==> config.mk <==
export PLATFORM = sky130hd
export DESIGN_NAME = slc_curtain_ctrl
export DESIGN_NICKNAME = d
export VERILOG_FILES = /design/src/slc_pkg.sv /design/src/slc_curtain_ctrl.sv
export VERILOG_INCLUDE_DIRS = /design/src
export SDC_FILE = /design/constraint.sdc
export NUM_CORES = 1
export LEC_CHECK = 0
export CAP_MARGIN = 40
export CELL_PAD_IN_SITES_DETAIL_PLACEMENT = 1
export CELL_PAD_IN_SITES_GLOBAL_PLACEMENT = 1
export CORE_AREA = 5 5 94 96
export CTS_CLUSTER_DIAMETER = 200
export DETAILED_ROUTE_END_ITERATION = 8
export DIE_AREA = 0 0 99 101
export DONT_BUFFER_PORTS = 1
export PLACE_DENSITY = 0.84
export SLEW_MARGIN = 20
export SYNTH_ARGS = -nofsm -noshare
export SYNTH_HDL_FRONTEND = slang
export SYNTH_SLANG_ARGS = --single-unit
==> constraint.sdc <==
create_clock -name CORE_CLK -period 2.6 [get_ports CORE_CLK]
set_input_delay 0.13 -clock CORE_CLK [delete_from_list [all_inputs] [get_ports CORE_CLK]]
set_output_delay 0.13 -clock CORE_CLK [all_outputs]
set_load 0.03 [all_outputs]
==> src/slc_consts.svh <==
// Offsets, field positions, reset values and timing figures
// Assumes a 40 MHz core clock and a byte-addressed APB
`ifndef SLC_CONSTS_SVH
`define SLC_CONSTS_SVH
`define SLC_OFS_STATUS 8'h00
`define SLC_OFS_CTRL 8'h04
`define SLC_OFS_CFG 8'h08
`define SLC_CTRL_HOLD_BIT 0
`define SLC_CTRL_RST 1'b0
`define SLC_CLK_KHZ 40000
`define SLC_RST_MIN_MS 250
`define SLC_RST_MAX_MS 2000
`define SLC_RST_MIN_CYC (`SLC_RST_MIN_MS * `SLC_CLK_KHZ)
`define SLC_RST_MAX_CYC (`SLC_RST_MAX_MS * `SLC_CLK_KHZ)
`define SLC_ERR_NONE 8'h00
`define SLC_ERR_BANK 8'h01
`define SLC_ERR_TRIPLATCH 8'h02
`define SLC_ERR_CFGCHG 8'h03
`endif

==> src/slc_pkg.sv <==
// Types shared by the curtain control block
// Assumes nothing beyond a SystemVerilog compiler
`default_nettype none
package slc_pkg;
   typedef enum logic [2:0] {ST_POWERUP, ST_SYNC, ST_OFF, ST_ON, ST_LOCK} slc_main_t;
   typedef enum logic [1:0] {RD_WAIT_OPEN, RD_OPEN, RD_CLOSED} slc_rdet_t;
   typedef struct packed {
      logic scan_code_second;
      logic latch_a;
      logic latch_b;
      logic coarse_a;
      logic coarse_b;
      logic single_channel_monitor_setting;
   } slc_cfg_t;
   typedef struct packed {
      slc_main_t main;
      slc_rdet_t rd;
      logic [26:0] cnt;
      logic rst_ok;
      slc_cfg_t snap;
      logic [7:0] err;
      logic hold;
      logic pready;
      logic pslverr;
      logic [31:0] prdata;
      logic [1:0] safety_output_pair;
      logic aux;
      logic lock;
      logic mon_err;
      logic blank_ok;
      logic coarse_en;
      logic scan;
   } slc_state_t;
endpackage
`default_nettype wire

==> src/slc_curtain_ctrl.sv <==
// Receiver control: configuration check, monitored reset, lockout, safety outputs
// Assumes inputs synchronous to CORE_CLK; RST is the power-up reset
`default_nettype none
`include "slc_consts.svh"
module slc_curtain_ctrl
   import slc_pkg::*;
#(
   parameter int unsigned RST_MIN_CYC = `SLC_RST_MIN_CYC,
   parameter int unsigned RST_MAX_CYC = `SLC_RST_MAX_CYC
)
(
   // Clock and power-up reset
   input wire logic CORE_CLK,
   input wire logic RST,
   // APB slave
   input wire logic PSEL,
   input wire logic PENABLE,
   input wire logic PWRITE,
   input wire logic [7:0] PADDR,
   input wire logic [31:0] PWDATA,
   output logic PREADY,
   output logic [31:0] PRDATA,
   output logic PSLVERR,
   // Switches and operator reset
   input wire slc_cfg_t CFG_SW,
   input wire logic RESET_IN,
   // Scanner status and machine monitor contacts
   input wire logic SELF_TEST_OK,
   input wire logic BEAMS_CLEAR,
   input wire logic EMITTER_SCAN_CODE,
   input wire logic [1:0] EXTERNAL_DEVICE_MONITOR,
   // Machine side and indication
   output logic [1:0] SAFETY_OUTPUT_PAIR,
   output logic AUX_OUT,
   output logic LOCKOUT,
   output logic [7:0] ERROR_CODE,
   output logic MONITOR_ERROR,
   output logic BLANKING_ALLOWED,
   output logic COARSE_DETECTION_EN,
   output logic SCAN_CODE_SECOND
);
   localparam logic [26:0] MIN_C = 27'(RST_MIN_CYC);
   localparam logic [26:0] MAX_C = 27'(RST_MAX_CYC);

   slc_state_t s_reg;
   slc_state_t s_next;
   logic pair_bad;
   logic chg;
   logic fault;
   logic latch;
   logic single;
   logic mon_ok;
   logic go_ok;

   function automatic logic [4:0] fixed_cfg(input slc_cfg_t c);
      fixed_cfg = {c.latch_a, c.latch_b, c.coarse_a, c.coarse_b,
         c.single_channel_monitor_setting};
   endfunction

   always_comb
   begin
      pair_bad = (CFG_SW.latch_a != CFG_SW.latch_b) || (CFG_SW.coarse_a != CFG_SW.coarse_b);
      // Scan code deliberately left out of the comparison
      chg = fixed_cfg(CFG_SW) != fixed_cfg(s_reg.snap);
      fault = pair_bad || chg;
      latch = s_reg.snap.latch_a;
      single = s_reg.snap.single_channel_monitor_setting;
      // Dual mode also covers the jumpered no-monitoring wiring
      mon_ok = single ? EXTERNAL_DEVICE_MONITOR[0] : (&EXTERNAL_DEVICE_MONITOR);
      go_ok = BEAMS_CLEAR && SELF_TEST_OK && mon_ok && !s_reg.hold &&
         (EMITTER_SCAN_CODE == CFG_SW.scan_code_second);
   end

   always_comb
   begin
      s_next = s_reg;
      s_next.rst_ok = 1'b0;
      // Monitored reset: counter holds closed cycles seen so far
      case (s_reg.rd)
         RD_WAIT_OPEN:
         begin
            if (!RESET_IN)
            begin
               s_next.rd = RD_OPEN;
            end
         end
         RD_OPEN:
         begin
            if (RESET_IN)
            begin
               s_next.rd = RD_CLOSED;
               s_next.cnt = 27'h0000001;
            end
         end
         RD_CLOSED:
         begin
            if (!RESET_IN)
            begin
               s_next.rd = RD_OPEN;
               s_next.rst_ok = (s_reg.cnt >= MIN_C) && (s_reg.cnt <= MAX_C);
            end
            else if (s_reg.cnt > MAX_C)
            begin
               // Held too long: must see open again before arming
               s_next.rd = RD_WAIT_OPEN;
            end
            else
            begin
               s_next.cnt = s_reg.cnt + 27'h0000001;
            end
         end
         default:
         begin
            s_next.rd = RD_WAIT_OPEN;
         end
      endcase

      case (s_reg.main)
         ST_POWERUP:
         begin
            // Snapshot taken after release; a power cycle re-runs this check
            s_next.snap = CFG_SW;
            if (CFG_SW.latch_a != CFG_SW.latch_b)
            begin
               s_next.main = ST_LOCK;
               s_next.err = `SLC_ERR_TRIPLATCH;
            end
            else if (CFG_SW.coarse_a != CFG_SW.coarse_b)
            begin
               s_next.main = ST_LOCK;
               s_next.err = `SLC_ERR_BANK;
            end
            else
            begin
               s_next.main = ST_SYNC;
            end
         end
         ST_SYNC:
         begin
            if (fault)
            begin
               s_next.main = ST_LOCK;
               s_next.err = `SLC_ERR_CFGCHG;
            end
            else if (SELF_TEST_OK)
            begin
               s_next.main = ST_OFF;
            end
         end
         ST_OFF:
         begin
            if (fault)
            begin
               s_next.main = ST_LOCK;
               s_next.err = `SLC_ERR_CFGCHG;
            end
            else if (go_ok && (!latch || s_reg.rst_ok))
            begin
               // Trip needs no reset input at all
               s_next.main = ST_ON;
            end
         end
         ST_ON:
         begin
            if (fault)
            begin
               s_next.main = ST_LOCK;
               s_next.err = `SLC_ERR_CFGCHG;
            end
            else if (!go_ok)
            begin
               s_next.main = ST_OFF;
            end
         end
         ST_LOCK:
         begin
            // A changed switch counts as cycled once it is back
            if (s_reg.rst_ok && !pair_bad && (s_reg.err != `SLC_ERR_CFGCHG || !chg))
            begin
               s_next.main = ST_OFF;
               s_next.err = `SLC_ERR_NONE;
               s_next.snap = CFG_SW;
            end
         end
         default:
         begin
            s_next.main = ST_LOCK;
         end
      endcase

      s_next.safety_output_pair = {2{s_next.main == ST_ON}};
      s_next.aux = single && (s_next.main == ST_ON);
      s_next.lock = s_next.main == ST_LOCK;
      s_next.mon_err = !single && (EXTERNAL_DEVICE_MONITOR[0] != EXTERNAL_DEVICE_MONITOR[1]);
      s_next.blank_ok = !s_next.mon_err;
      s_next.coarse_en = s_next.snap.coarse_a && s_next.snap.coarse_b;
      s_next.scan = CFG_SW.scan_code_second;

      // APB: no wait state, data and error registered in setup
      s_next.pready = 1'b0;
      s_next.pslverr = 1'b0;
      if (PSEL && !PENABLE)
      begin
         s_next.pready = 1'b1;
         s_next.prdata = 32'h00000000;
         case (PADDR)
            `SLC_OFS_STATUS:
            begin
               s_next.prdata = {13'h0000, s_reg.safety_output_pair, s_reg.mon_err, s_reg.lock,
                  s_reg.rd, s_reg.main, 2'h0, s_reg.err};
            end
            `SLC_OFS_CTRL:
            begin
               s_next.prdata = {31'h00000000, s_reg.hold};
            end
            `SLC_OFS_CFG:
            begin
               s_next.prdata = {26'h0000000, s_reg.snap};
            end
            default:
            begin
               s_next.pslverr = 1'b1;
            end
         endcase
      end
      if (PSEL && PENABLE && s_reg.pready && PWRITE && PADDR == `SLC_OFS_CTRL)
      begin
         // Software stop: drops outputs like a blocked beam
         s_next.hold = PWDATA[`SLC_CTRL_HOLD_BIT];
      end
   end

   always_ff @(posedge CORE_CLK or posedge RST)
   begin
      if (RST)
      begin
         s_reg <= '0;
         s_reg.main <= ST_POWERUP;
         s_reg.rd <= RD_WAIT_OPEN;
         s_reg.hold <= `SLC_CTRL_RST;
      end
      else
      begin
         s_reg <= s_next;
      end
   end

   assign PREADY = s_reg.pready;
   assign PRDATA = s_reg.prdata;
   assign PSLVERR = s_reg.pslverr;
   assign SAFETY_OUTPUT_PAIR = s_reg.safety_output_pair;
   assign AUX_OUT = s_reg.aux;
   assign LOCKOUT = s_reg.lock;
   assign ERROR_CODE = s_reg.err;
   assign MONITOR_ERROR = s_reg.mon_err;
   assign BLANKING_ALLOWED = s_reg.blank_ok;
   assign COARSE_DETECTION_EN = s_reg.coarse_en;
   assign SCAN_CODE_SECOND = s_reg.scan;
endmodule
`default_nettype wire

==> results.tsv <==
stage	metric	value	unit
detailed_routing	remaining_drc_errors	0	
timing	fin_tns_setup	0	ns
critical_path	worst-r2r-setup-slack	0.19	ns
critical_path	crit_path_end_kind	flip-flop	
detailed_routing	dr_wl_met3	478	um
layout	finalNonFillerCells	487	
hold_path	min-delay-path-class	input port to flip-flop	
clock_tree	cts.path.max_buffers	2	
layout	n_antenna_cell	0	
synthesis	ys_seq_area_share	45.4	%
synthesis	synth_edf_count	0	
timing	fin_worst_skew	0.00672	ns
global_route	grt-ovfl-total	0	
placement	io_buffer_count	0	
synthesis	netlist_area	3640	um^2
clock_tree	cts_tree	done	
die	fp.dieH	101	um
placement	placed_cells	461	
layout	area_growth	5.92	%
detailed_routing	avgViaCountPerCell	5.78	
timing	whs	0.0256	ns
die	core_region_area	7970	um^2
hold_path	hold_depth	2	
critical_path	cp.required	2.80	ns
detailed_routing	first_iter_violations	109	
power	vdd_drop_max	0.000190	V
timing	hold_viol_final	0	
detailed_routing	drt_pass1_iterations	4	
global_route	grt_pass1_vias	2993	
synthesis	avgSynthCellArea	9.57	um^2
critical_path	critPathMaxFanout	16	
run	cap_viol_max_count	0	
clock_tree	cts_inserted_buffers	9	
power	comb_power_share	10.3	%
power	p_clk_share	35.5	%
hold_path	min_from	RESET_IN	
clock_tree	h-tree-depth	3	
layout	final_nets	438	
timing	fmax	414	MHz
global_route	grt_max_degree	36	
power	sw_frac_of_total	29.2	%
layout	largest_reg_flops	38	
status	status	finished, final reports clean	
layout	layout-drive-gt1-share	11.0	%
critical_path	critPathLaunchType	flip-flop	
die	dieWidth	99	um
die	start_util	45.6	%
detailed_routing	highest_layer	met4	
detailed_routing	wl_met2	4680	um
critical_path	rr_startpoint	s_reg[69]	
power	p_seq_share	54.2	%
timing	period_needed	2.41	ns
hold_path	holdPathEnd	s_reg[86]	
power	internal_power	1.50	mW
die	io-pin-count	107	
placement	gp_congestion	0.822	
synthesis	synth.distinct_cells	49	
critical_path	critical_path.startpoint	s_reg[69]	
clock_tree	cts.sinks	66	
timing	fin_crit_sh	92.8	%
synthesis	synthCells	380	
detailed_routing	m1WireLength	3780	um
power	powerDensity	550	nW/um^2
synthesis	ys_warn_count	0	
detailed_routing	routedWlPerCell	18.5	um
critical_path	ff2ff_path_depth	6	
detailed_routing	drtAntennaViolNets	0	
placement	hpwlAfterDp	6550	um
timing	setup_viol	0	
critical_path	worstPathArrival	2.62	ns
power	p_total	2.12	mW
timing	grt_setup_unrepaired	false	
power	switching_power	618	uW
detailed_routing	drt-total-wl	9010	um
synthesis	synth_flop_cell	dfrtp_1	
synthesis	ys_ff_latch	66	
critical_path	r2r_end	s_reg[82]	
global_route	antenna_found_initial	0	
timing	max-slew-margin-rel	51.5	%
clock_tree	clkTransAtPathRegs	0.07	ns
power	p_leak	1.71	nW
clock_tree	clockRootBuffer	clkbuf_8	
synthesis	async_flop_share	100	%
timing	maxSlewViolCount	0	
global_route	grt_pass1_wl	14900	um
die	dieArea	10000	um^2
critical_path	crit_type	flip-flop to flip-flop	
clock_tree	clock_latency	0.34	ns
detailed_routing	dr_total_vias	2816	
die	core.rowCount	33	
global_route	grt_usage	18.7	%
timing	tightest_slew	0.727	ns
layout	fillers	911	
-- through the flow --
step / util [%] / setup WS (ns) / instance area [um^2]
global placement: 44.6 / 0.123 / 3560
finish: 48.3 / 0.187 / 3850
global route: 48.3 / 0.0210 / 3850
detailed placement: 44.6 / 0.0399 / 3560
floorplan: - / 0.413 / 3710
CTS: 48.1 / 0.00676 / 3840
-- timing repair --
action,4_1_cts,5_1_grt
endpoints found under the hold margin,47,0
buffers inserted,0,0
gates resized for setup,0,2
hold buffers,11,0
setup endpoints to repair,0,17
-- worst max-delay path, cell delays in order (launching register included) --
cell and delay, ns:
dfrtp_1 0.43, nor3b_1 0.34, or4b_1 0.49, and4_1 0.28, o21ai_4 0.43, nor4_1 0.15, mux2i_1 0.14
-- final cells by class --
| class | count | area (um^2) | share of cell area (%) |
|---|---|---|---|
| flip-flops and latches | 66 | 1650 | 42.9 |
| multi-input cells | 263 | 1650 | 42.8 |
| repair buffers | 22 | 193 | 5.00 |
| clock buffers | 10 | 138 | 3.57 |
| well taps | 105 | 131 | 3.41 |
| inverters | 16 | 60.1 | 1.56 |
| clock inverters | 5 | 31.3 | 0.812 |
-- synthesized netlist by cell type (all sizes together) (10+ instances only) --
cell type	number	area share [%]
dfrtp	66	45
buf	45	9.1
nand2	32	3.3
nor2	22	2.3
o21ai	17	2.5
a21oi	16	2.2
inv	16	1.7
nand3	16	2.2
a22o	13	3.1
nor4	11	2.1
clkbuf	10	1.0
-- how the worst max path moves through the flow --
stage                endpoint  slack (ns)  cells after the start
floorplan           s_reg[75]        0.41                      6
global route        s_reg[83]        0.02                      6
global placement    s_reg[79]        0.12                      6
detailed placement  s_reg[67]        0.04                      6
finish              s_reg[82]        0.19                      6
CTS                 s_reg[83]       0.007                      6
-- cell usage in the layout (no fill, tap or decap), drive strengths merged, types with 4 or more instances in the layout --
master,count
o211ai,8
buf,11
nor3,8
nand3,16
nand4,9
clkbuf,10
xor2,6
xnor2,4
o31ai,8
and2,5
inv,16
o21ai,17
clkinv,4
a22o,13
mux2,7
mux2i,9
nand2,32
dlygate4sd3,11
dfrtp,66
or4,9
or3,6
nor2,22
conb,21
a21oi,16
nor4,11
-- routing by layer --
layer,up-vias,global-route usage [%]
met1,1420,22.8
li1,1308,-
met2,78,33.0
met3,10,4.57
met5,-,0
met4,0,4.73
-- power by group through the flow --
stage                     Combinational (mW)  Clock [mW]  Sequential [mW]
after detailed placement               0.204           0             1.17
after CTS                              0.219       0.776             1.15
after global routing                   0.241       0.827             1.15
after floorplan                        0.219           0             1.13
final                                  0.218       0.752             1.15
after global placement                 0.192           0             1.16
-- cells by family (layout without fill, tap and decap cells) --
logic type | Yosys count | in the layout | synth area share [%]
simple gates | 133 | 133 | 19.2
compound gates | 80 | 80 | 15.5
buf+inv | 71 | 53 | 11.8
fa+ha+maj | 3 | 3 | 1.03
flops | 66 | 66 | 45.4
mux | 16 | 16 | 4.65
xor+xnor | 10 | 10 | 2.41
other cells | 1 | 21 | 0.103
Power figures use the tool's default switching activity.
